**config.mk**
```make
export PLATFORM = sky130hd
export DESIGN_NAME = scr_bank
export DESIGN_NICKNAME = d
export VERILOG_FILES = /design/src/hdl/scr_pkg.sv /design/src/hdl/scr_bank.sv
export SDC_FILE = /design/constraint.sdc
export NUM_CORES = 1
export LEC_CHECK = 0
export ABC_CLOCK_PERIOD_IN_PS = 4410
export BUFFER_PORTS_ARGS = -buffer_cell sky130_fd_sc_hd__buf_2
export CELL_PAD_IN_SITES_DETAIL_PLACEMENT = 1
export CELL_PAD_IN_SITES_GLOBAL_PLACEMENT = 2
export CORE_AREA = 2 2 125 127
export DETAILED_ROUTE_END_ITERATION = 10
export DIE_AREA = 0 0 127 129
export HOLD_SLACK_MARGIN = 0.12
export MAX_ROUTING_LAYER = met4
export PLACE_DENSITY = 0.78
export SLEW_MARGIN = 20
export SYNTH_ARGS = -nofsm -noshare
export SYNTH_HDL_FRONTEND = slang
export SYNTH_SLANG_ARGS = --single-unit
```
**constraint.sdc**
```tcl
create_clock -name clk_i -period 4.41 [get_ports clk_i]
set_input_delay 0.6615 -clock clk_i [delete_from_list [all_inputs] [get_ports clk_i]]
set_output_delay 0.6615 -clock clk_i [all_outputs]
set_load 0.05 [all_outputs]
```
**src/hdl/scr_pkg.sv**
```systemverilog
// Contract
// - reset-cause write kicks watchdog, keeps contents
// - power-on sets bits 7 and 1 only
// - other resets latch active sources, bits 7,1 zero; low-supply reset sets bit 1 only, keeps bit 7; debug reset clears all unless low-supply reset pending
// - bit 6 marks external reset pin
// - bit 5 marks watchdog; disabled watchdog never resets
// - bit 4 marks bad opcode, stop, debug instruction
// - bit 3 marks unimplemented address access
// - bit 1 marks enabled low-supply reset or power-on
// - options accept first write only, always readable
// - options bit 7 watchdog on, bit 6 long
// - options bit 5 halt enable, else illegal
// - options bit 4 moves two-wire pins
// - options bits 3,2 move timer channel pins
// - debug pin enable reset value depends on mode
// - debug pin enable only cleared by software
// - options bit 0 reset pin, cleared by power-on
// - identification pair read-only, revision plus part
// - periodic flag set on timeout, ack clears
// - control bit 5 picks internal or external clock
// - control bit 4 enables periodic interrupt
// - select zero stops counter, others internal periods
// - external clock periods 256 to 32768 edges
package scr_pkg;

    // ------------------------------------------------------------
    // register map
    // ------------------------------------------------------------
    localparam int           ADR_W    = 5;
    localparam logic [4:0]   ADR_CAUSE = 5'h00;
    localparam logic [4:0]   ADR_OPTS  = 5'h04;
    localparam logic [4:0]   ADR_IDH   = 5'h08;
    localparam logic [4:0]   ADR_IDL   = 5'h0C;
    localparam logic [4:0]   ADR_RTC   = 5'h10;
    localparam logic [4:0]   ADR_SPM   = 5'h14;

    // ------------------------------------------------------------
    // field positions
    // ------------------------------------------------------------
    localparam int CAUSE_POR  = 7;
    localparam int CAUSE_PIN  = 6;
    localparam int CAUSE_WDOG = 5;
    localparam int CAUSE_OPC  = 4;
    localparam int CAUSE_ADR  = 3;
    localparam int CAUSE_LVR  = 1;
    localparam int OPT_WDOG   = 7;
    localparam int OPT_LONG   = 6;
    localparam int OPT_HALT   = 5;
    localparam int OPT_TWI    = 4;
    localparam int OPT_CH1    = 3;
    localparam int OPT_CH0    = 2;
    localparam int OPT_DBG    = 1;
    localparam int OPT_RSTPIN = 0;
    localparam int RTC_FLAG   = 7;
    localparam int RTC_ACK    = 6;
    localparam int RTC_CLKS   = 5;
    localparam int RTC_IEN    = 4;
    localparam int SPM_FLAG   = 7;
    localparam int SPM_ACK    = 6;
    localparam int SPM_IEN    = 5;
    localparam int SPM_RSTEN  = 4;
    localparam int SPM_DET    = 2;

    // ------------------------------------------------------------
    // reset values and write masks
    // ------------------------------------------------------------
    localparam logic [7:0] CAUSE_POR_VAL = 8'h82;
    localparam logic [7:0] OPTS_RST      = 8'hC2;
    localparam logic [7:0] SPM_RST       = 8'h1C;
    localparam logic [7:0] RTC_WMASK     = 8'h37;
    localparam logic [7:0] SPM_WMASK     = 8'h29;
    localparam logic [7:0] SPM_ONCE      = 8'h14;

    // ------------------------------------------------------------
    // timing
    // ------------------------------------------------------------
    localparam int         CLK_HZ      = 10_000_000;
    localparam int         TICK_HZ     = 1_000;
    localparam int         KHZ_DIV_DEF = CLK_HZ / TICK_HZ;
    localparam logic [8:0] WDOG_SHORT  = 9'h020;
    localparam logic [8:0] WDOG_LONG   = 9'h100;

    // ------------------------------------------------------------
    // types
    // ------------------------------------------------------------
    typedef struct packed {
        logic por;
        logic low_supply_trip;
        logic low_supply_detect;
        logic bad_opcode;
        logic bad_access;
        logic stop_instr;
        logic debug_instr;
        logic debug_enable;
        logic debug_reset;
        logic debug_active;
        logic stop_active;
    } scr_src_t;

    // terminal count of the periodic counter, in ticks or edges
    function automatic logic [15:0] rtc_limit(input logic       ext,
                                              input logic [2:0] sel);
        logic [15:0] v;
        v = 16'h0000;
        case (sel)
            3'h1:    v = ext ? 16'h0100 : 16'h0008;
            3'h2:    v = ext ? 16'h0400 : 16'h0020;
            3'h3:    v = ext ? 16'h0800 : 16'h0040;
            3'h4:    v = ext ? 16'h1000 : 16'h0080;
            3'h5:    v = ext ? 16'h2000 : 16'h0100;
            3'h6:    v = ext ? 16'h4000 : 16'h0200;
            3'h7:    v = ext ? 16'h8000 : 16'h0400;
            default: v = 16'h0000;
        endcase
        return v;
    endfunction

endpackage

```
**src/hdl/scr_bank.sv**
```systemverilog
// The Wishbone interface to the registers and the address map were decided locally.
`timescale 1ns/100ps
module scr_bank #(
    parameter int         KHZ_DIV = scr_pkg::KHZ_DIV_DEF,
    // arbitrary neutral identification values
    parameter logic [3:0] ID_REV  = 4'h1,
    parameter logic [11:0] PART_ID = 12'h5A1
) (
    input  wire logic                     clk_i,
    input  wire logic                     rst_i,
    input  wire logic                     cyc_i,
    input  wire logic                     stb_i,
    input  wire logic                     we_i,
    input  wire logic [3:0]               sel_i,
    input  wire logic [scr_pkg::ADR_W-1:0] adr_i,
    input  wire logic [31:0]              dat_i,
    output logic      [31:0]              dat_o,
    output logic                          ack_o,
    input  wire scr_pkg::scr_src_t        src_i,
    input  wire logic                     reset_pin_n_i,
    input  wire logic                     ext_clk_i,
    input  wire logic                     mode_select_line_i,
    input  wire logic                     flash_unsecured_i,
    output logic                          reset_req_o,
    output logic                          periodic_irq_o,
    output logic                          low_supply_irq_o,
    output logic                          watchdog_enable_o,
    output logic                          halt_mode_enable_o,
    output logic                          two_wire_pin_select_o,
    output logic                          timer_ch_one_pin_select_o,
    output logic                          timer_ch_zero_pin_select_o,
    output logic                          debug_pin_enable_o,
    output logic                          reset_pin_enable_o,
    output logic                          reference_buffer_enable_o
);

    // ------------------------------------------------------------
    // state
    // ------------------------------------------------------------
    typedef struct packed {
        logic        ack;
        logic [7:0]  rdata;
        logic [7:0]  cause;
        logic        p_pin;
        logic        p_wdog;
        logic        p_opc;
        logic        p_adr;
        logic        p_lvr;
        logic        in_rst;
        logic [7:0]  opts;
        logic        opts_wr;
        logic [7:0]  spm;
        logic        spm_wr;
        logic [7:0]  rtc;
        logic        rflag;
        logic [15:0] rcnt;
        logic [15:0] div;
        logic [8:0]  wcnt;
        logic        reset_req;
        logic        irq;
        logic        lvirq;
        logic [2:0]  pin_s;
        logic        pin_lvl;
        logic [2:0]  ext_s;
        logic        ext_lvl;
    } scr_state_t;

    scr_state_t  s;
    scr_state_t  next_s;
    logic        req;
    logic        wr;
    logic        wr_cause;
    logic        wr_opts;
    logic        wr_rtc;
    logic        wr_spm;
    logic        tick;
    logic        ext_rise;
    logic        rtc_step;
    logic        rtc_hit;
    logic        wdog_hit;
    logic [8:0]  wlim;
    logic [15:0] rlim;
    logic [7:0]  wd;

    assign dat_o                      = {24'h000000, s.rdata};
    assign ack_o                      = s.ack;
    assign reset_req_o                = s.reset_req;
    assign periodic_irq_o             = s.irq;
    assign low_supply_irq_o           = s.lvirq;
    assign watchdog_enable_o          = s.opts[scr_pkg::OPT_WDOG];
    assign halt_mode_enable_o         = s.opts[scr_pkg::OPT_HALT];
    assign two_wire_pin_select_o      = s.opts[scr_pkg::OPT_TWI];
    assign timer_ch_one_pin_select_o  = s.opts[scr_pkg::OPT_CH1];
    assign timer_ch_zero_pin_select_o = s.opts[scr_pkg::OPT_CH0];
    assign debug_pin_enable_o         = s.opts[scr_pkg::OPT_DBG];
    assign reset_pin_enable_o         = s.opts[scr_pkg::OPT_RSTPIN];
    assign reference_buffer_enable_o  = s.spm[0];

    // ------------------------------------------------------------
    // next state
    // ------------------------------------------------------------
    always_comb begin
        next_s   = s;
        wd       = dat_i[7:0];
        req      = cyc_i & stb_i;
        // writes land on the edge at which the master sees ack
        wr       = req & s.ack & we_i & sel_i[0];
        wr_cause = wr & (adr_i == scr_pkg::ADR_CAUSE);
        wr_opts  = wr & (adr_i == scr_pkg::ADR_OPTS);
        wr_rtc   = wr & (adr_i == scr_pkg::ADR_RTC);
        wr_spm   = wr & (adr_i == scr_pkg::ADR_SPM);

        next_s.ack = req & ~s.ack;
        if (req & ~s.ack) begin
            case (adr_i)
                scr_pkg::ADR_CAUSE: next_s.rdata = s.cause;
                scr_pkg::ADR_OPTS:  next_s.rdata = s.opts;
                scr_pkg::ADR_IDH:   next_s.rdata = {ID_REV,
                                                    PART_ID[11:8]};
                scr_pkg::ADR_IDL:   next_s.rdata = PART_ID[7:0];
                // ack bit is write-only and always reads zero
                scr_pkg::ADR_RTC:   next_s.rdata = {s.rflag,
                                                    s.rtc[6:0]};
                scr_pkg::ADR_SPM:   next_s.rdata = s.spm;
                default:            next_s.rdata = 8'h00;
            endcase
        end

        // pins: three stages, level accepted once the last two agree
        next_s.pin_s = {s.pin_s[1:0], reset_pin_n_i};
        next_s.ext_s = {s.ext_s[1:0], ext_clk_i};
        if (s.pin_s[1] == s.pin_s[2]) begin
            next_s.pin_lvl = s.pin_s[2];
        end
        if (s.ext_s[1] == s.ext_s[2]) begin
            next_s.ext_lvl = s.ext_s[2];
        end
        ext_rise = next_s.ext_lvl & ~s.ext_lvl;

        // 1 kHz time base from the bus clock
        tick = (s.div == 16'(KHZ_DIV - 1));
        next_s.div = tick ? 16'h0000 : s.div + 16'h0001;

        // watchdog
        wlim     = s.opts[scr_pkg::OPT_LONG] ? scr_pkg::WDOG_LONG
                                             : scr_pkg::WDOG_SHORT;
        wdog_hit = 1'b0;
        if (wr_cause | (wr_opts & ~s.opts_wr) | src_i.stop_active) begin
            next_s.wcnt = 9'h000;
        end else if (tick & s.opts[scr_pkg::OPT_WDOG]
                     & ~src_i.debug_active) begin
            if (s.wcnt == wlim - 9'h001) begin
                next_s.wcnt = 9'h000;
                wdog_hit    = 1'b1;
            end else begin
                next_s.wcnt = s.wcnt + 9'h001;
            end
        end

        // reset sources held until the reset itself arrives;
        // the copy frozen through reset is dropped on the first
        // edge after it, else the request would come straight back
        next_s.in_rst = 1'b0;
        next_s.p_wdog = (s.p_wdog & ~s.in_rst) | wdog_hit;
        next_s.p_opc  = (s.p_opc & ~s.in_rst) | src_i.bad_opcode
                      | (src_i.stop_instr & ~s.opts[scr_pkg::OPT_HALT])
                      | (src_i.debug_instr
                         & ~src_i.debug_enable);
        next_s.p_adr  = (s.p_adr & ~s.in_rst) | src_i.bad_access;
        next_s.p_lvr  = (s.p_lvr & ~s.in_rst) | (src_i.low_supply_trip
                      & s.spm[scr_pkg::SPM_DET]
                      & s.spm[scr_pkg::SPM_RSTEN]);
        next_s.p_pin  = (s.p_pin & ~s.in_rst) | (~s.pin_lvl
                      & s.opts[scr_pkg::OPT_RSTPIN]);
        next_s.reset_req = next_s.p_wdog | next_s.p_opc | next_s.p_adr
                         | next_s.p_lvr | next_s.p_pin;

        // options, honoured once per reset
        if (wr_opts & ~s.opts_wr) begin
            next_s.opts = {wd[7:2], wd[1] & s.opts[scr_pkg::OPT_DBG],
                           wd[0]};
            next_s.opts_wr = 1'b1;
        end

        // periodic timer
        rlim     = scr_pkg::rtc_limit(s.rtc[scr_pkg::RTC_CLKS], s.rtc[2:0]);
        rtc_step = s.rtc[scr_pkg::RTC_CLKS] ? ext_rise : tick;
        rtc_hit  = 1'b0;
        if (s.rtc[2:0] == 3'h0) begin
            next_s.rcnt = 16'h0000;
        end else if (rtc_step) begin
            if (s.rcnt >= rlim - 16'h0001) begin
                next_s.rcnt = 16'h0000;
                rtc_hit     = 1'b1;
            end else begin
                next_s.rcnt = s.rcnt + 16'h0001;
            end
        end
        if (wr_rtc) begin
            next_s.rtc = wd & scr_pkg::RTC_WMASK;
            if (wd[scr_pkg::RTC_ACK]) begin
                next_s.rflag = 1'b0;
            end
        end
        // a timeout in the ack cycle still sets the flag
        if (rtc_hit) begin
            next_s.rflag = 1'b1;
        end
        next_s.irq = next_s.rflag
                   & next_s.rtc[scr_pkg::RTC_IEN];

        // supply monitor: two fields are write-once
        if (wr_spm) begin
            next_s.spm = (s.spm & ~scr_pkg::SPM_WMASK)
                       | (wd & scr_pkg::SPM_WMASK);
            if (~s.spm_wr) begin
                next_s.spm = (next_s.spm & ~scr_pkg::SPM_ONCE)
                           | (wd & scr_pkg::SPM_ONCE);
                next_s.spm_wr = 1'b1;
            end
            if (wd[scr_pkg::SPM_ACK]) begin
                next_s.spm[scr_pkg::SPM_FLAG] = 1'b0;
            end
        end
        if (src_i.low_supply_detect & s.spm[scr_pkg::SPM_DET]) begin
            next_s.spm[scr_pkg::SPM_FLAG] = 1'b1;
        end
        next_s.lvirq = next_s.spm[scr_pkg::SPM_FLAG]
                     & next_s.spm[scr_pkg::SPM_IEN];

        // ------------------------------------------------------------
        // reset: cause capture and reset values
        // ------------------------------------------------------------
        if (rst_i) begin
            if (src_i.por) begin
                next_s.cause = scr_pkg::CAUSE_POR_VAL;
            end else if (s.p_lvr) begin
                next_s.cause = {s.cause[scr_pkg::CAUSE_POR], 7'h02};
            end else if (src_i.debug_reset) begin
                next_s.cause = 8'h00;
            end else begin
                next_s.cause = {1'b0, s.p_pin, s.p_wdog, s.p_opc,
                                s.p_adr, 3'h0};
            end
            next_s.opts = {scr_pkg::OPTS_RST[7:2],
                           src_i.por | ~mode_select_line_i
                           | flash_unsecured_i,
                           s.opts[0] & ~src_i.por};
            next_s.opts_wr   = 1'b0;
            next_s.spm       = scr_pkg::SPM_RST;
            next_s.spm_wr    = 1'b0;
            next_s.rtc       = 8'h00;
            next_s.rflag     = 1'b0;
            next_s.rcnt      = 16'h0000;
            next_s.div       = 16'h0000;
            next_s.wcnt      = 9'h000;
            // sources stay as at reset entry, so every reset edge
            // loads the same cause, the last one included
            next_s.in_rst    = 1'b1;
            next_s.p_pin     = s.p_pin;
            next_s.p_wdog    = s.p_wdog;
            next_s.p_opc     = s.p_opc;
            next_s.p_adr     = s.p_adr;
            next_s.p_lvr     = s.p_lvr;
            next_s.reset_req = 1'b0;
            next_s.irq       = 1'b0;
            next_s.lvirq     = 1'b0;
            next_s.ack       = 1'b0;
            next_s.rdata     = 8'h00;
            next_s.pin_s     = 3'h7;
            next_s.pin_lvl   = 1'b1;
            next_s.ext_s     = 3'h0;
            next_s.ext_lvl   = 1'b0;
        end
    end

    always_ff @(posedge clk_i) begin
        s <= next_s;
    end
endmodule

```
==> results by group <==
Logic synthesis
  • Top-count cell post-synth: dfxtp_1
  • Most frequent cells after synthesis: dfxtp_1 (82), nor2_1 (80), nand2_1 (44)
  • Seq cells post-synth: 95
  • Main area contributors after synthesis: dfxtp_1 (35%), edfxtp_1 (8.3%), nor2_1 (6.4%), buf_4 (5.2%), xnor2_1 (5.0%)
  • Mapped Area: 4725 um2
  • Yosys synthesis warning count: 0
  • Leading area contributor after synthesis: dfxtp_1
  • Post-synth cell types: 54
  • Post-synthesis sequential area ratio: 43.01%
  • Yosys top cell area share: 34.75%
  • Syn_area_per_cell: 8.831 um2
  • Syn Inst Count: 535
  • FFs w/ async S/R, synth: 0%
  • Post-synth EDFFs: 13
  • Synth Flop Type: dfxtp_1

Clocking
  • TritonCTS Sinks: 95
  • TritonCTS Buffers: 9
  • Number of H-tree levels: 3
  • CTS tree: built
  • Clk pin slew, worst setup/hold paths: 70 ps
  • Setup Buffers After CTS: 0
  • PostCTS Resize Cnt: 0
  • Skew-Pair Late Insertion Delay: 350 ps
  • Post-CTS Hold Fix Bufs: 0
  • Clock root buffer: clkbuf_16
  • Clock buffer depth: 2

Critical path
  • Critical path class: reg -> reg
  • Worst EP required: 4620 ps
  • CP max-delay cell: dfxtp_1
  • RR Startpoint: s[54]$_SDFFE_PP0P_
  • Crit path capture type: flop
  • Peak per-stage delay on the critical path: 610 ps
  • CP bufs+invs: 0
  • Crit path DAT: 3850 ps
  • Worst setup SP type: flop
  • Cells on worst reg2reg path: 14
  • Critical path cell sequence: nand2_1 > or3_1 > ha_1 > nor3_1 > a21oi_1 > o32ai_1 > a22oi_1 > ha_1 > nand4_1 > o21bai_1 > o21bai_1 > a21oi_1 > or3_1 > nor2_1
  • Critical R2R Capture: s[49]$_SDFFE_PP0P_
  • CP startpoint: s[54]$_SDFFE_PP0P_
  • Crit Path Max Fanout: 16
  • Critical path depth: 14
  • Crit path capture: s[49]$_SDFFE_PP0P_
  • CP top delay family: simple AND/OR/NAND/NOR gates
  • Reg2reg setup slack: 770 ps

STA
  • Setup TNS: 0 ps
  • Relative slew slack: 55.47%
  • Final worst-path cycle share: 82.59%
  • Final hold vios: 0
  • Final setup vio count: 0
  • Maximum clock rate: 274.6 MHz
  • Slew @ Worst Pin: 667.9 ps
  • Setup Skew: 9.709 ps
  • Slew Viols, Final: 0
  • Unrepaired setup endpoints after global routing: no
  • Min Tclk post-route: 3642 ps

Die
  • Die area: 16380 um2
  • Starting density of the core: 31.55%
  • # rows: 45
  • Die X: 127 um
  • Die H: 129 um
  • Ports: 105
  • Core region area: 14980 um2

Drt
  • Routed WL: 11800 um
  • DR pass1 iterations: 4
  • Via count: 3778
  • Per-cell routed wire length: 15.47 um
  • Number of remaining DRC errors: 0
  • Drt initial violations: 183
  • Post-DRT Antenna Nets: 0
  • Via/cell ratio: 4.952

Power
  • PwrDens: 344.4 nW/um2
  • Pleak: 0.002057 uW
  • Peak VDD IR: 150.6 uV

Place
  • Port Buffer Count: 53
  • Placed cell count: 747
  • Final Wtd Congestion: 0.7750
  • Detailed Place HPWL: 8721 um

Finish
  • Layout cells sized above 1: 14.26%
  • Multi-input logic area: 2395 um2
  • Non-filler cells, final: 763
  • Area grow syn2layout: 11.97%
  • FF+latch area: 2032 um2
  • Fillers: 1774
  • Number of antenna diodes: 0
  • Total Nets Final: 648

Global route
  • Initial antenna violation count: 0
  • First-pass GRT wire length: 18930 um
  • GRT Util Overall: 15.16%
  • Vias in the first global route: 3810
  • Grt ovf: 0
  • Pin count of the biggest net entering global routing: 46

Run
  • Max-cap viol count: 0

Min path
  • Hold Crit Class: reg -> reg

Outcome
  • Status: finished, final reports clean
## worst register-to-register path: cells and delay by family, from the launching register on
family / cells / cell delay, ps
compound gates: 6 / 820
fa+ha+maj: 2 / 660
flops: 1 / 610
simple gates: 6 / 1410
## placed cells by master, fill, tap and decap left out, types with 5 or more instances in the layout
cell type and instances:
o21ai_0 21, dfxtp_1 82, clkbuf_16 9, nor2_1 80, nor3_1 17, nand4_1 11, a21oi_1 20, nand3_1 24
nand2_1 44, edfxtp_1 13, inv_1 14, conb_1 24, nor2b_1 7, mux2i_1 18, xnor2_1 27, ha_1 17
a22oi_1 11, nor4_1 5, xor2_1 13, buf_2 53
## flip-flops by register name, summed over array words and instances, names as in the netlist
signal                      cells
s                              75
dat_o                           8
ack_o                           1
debug_pin_enable_o              1
halt_mode_enable_o              1
low_supply_irq_o                1
periodic_irq_o                  1
reference_buffer_enable_o       1
reset_pin_enable_o              1
reset_req_o                     1
timer_ch_one_pin_select_o       1
timer_ch_zero_pin_select_o      1
two_wire_pin_select_o           1
watchdog_enable_o               1
## kinds of logic (layout without fill, tap and decap cells)
| family | after synthesis | in the layout | share of synthesized area [%] |
|---|---|---|---|
| AO/OA/AOI/OAI | 76 | 76 | 10.49 |
| XOR/XNOR | 40 | 40 | 7.415 |
| adder cells (fa/ha/maj) | 17 | 17 | 4.502 |
| buffers and inverters | 68 | 85 | 8.209 |
| flip-flops | 95 | 95 | 43.01 |
| multiplexers | 20 | 20 | 4.290 |
| other | 1 | 24 | 0.07937 |
| AND/OR/NAND/NOR | 218 | 218 | 22.01 |
## per-stage QoR
stage	power [uW]	util [%]	hold WS (ps)	cell area, um2	setup slack (ps)
floorplan	1030	-	389.5	4811	1114
global placement	1049	33.32	405.8	4991	874.7
detailed placement	1053	33.32	402.1	4991	765.7
CTS	1845	35.30	423.5	5286	752.3
global route	1893	35.32	435.5	5290	359.2
finish	1822	35.32	421.3	5290	767.8
## where the power goes
group	leakage (uW)	switching, uW	total [uW]	internal [uW]
combinational	0.00113	104	134	29.8
sequential	0.000790	8.43	899	891
clock	0.000138	349	789	440
total	0.00206	461	1820	1360
## worst min-delay path by stage
stage	from	endpoint	cells after the start
floorplan	s[5]$_SDFF_PP1_	s[6]$_SDFF_PP1_	1
global placement	s[5]$_SDFF_PP1_	s[6]$_SDFF_PP1_	1
detailed placement	s[5]$_SDFF_PP1_	s[6]$_SDFF_PP1_	1
CTS	s[5]$_SDFF_PP1_	s[6]$_SDFF_PP1_	1
global route	s[5]$_SDFF_PP1_	s[6]$_SDFF_PP1_	1
finish	s[5]$_SDFF_PP1_	s[6]$_SDFF_PP1_	1
## cell type report
cell class | count | area share [%]
clock buffer | 9 | 4.257
clock inverter | 7 | 1.325
inverter | 14 | 0.9934
multi-input combinational | 395 | 45.27
sequential | 95 | 38.41
tap | 188 | 4.447
timing repair buffer | 55 | 5.298
## routing by layer
layer | vias up | global-route usage (%) | share of wire [%]
met4 | 0 | 5.301 | 1.9
met5 | - | - | 0
met2 | 49 | 25.08 | 49
li1 | 1858 | - | -
met1 | 1857 | 18.34 | 46
met3 | 14 | 3.326 | 3.0
(Power assumes the default switching activity.)
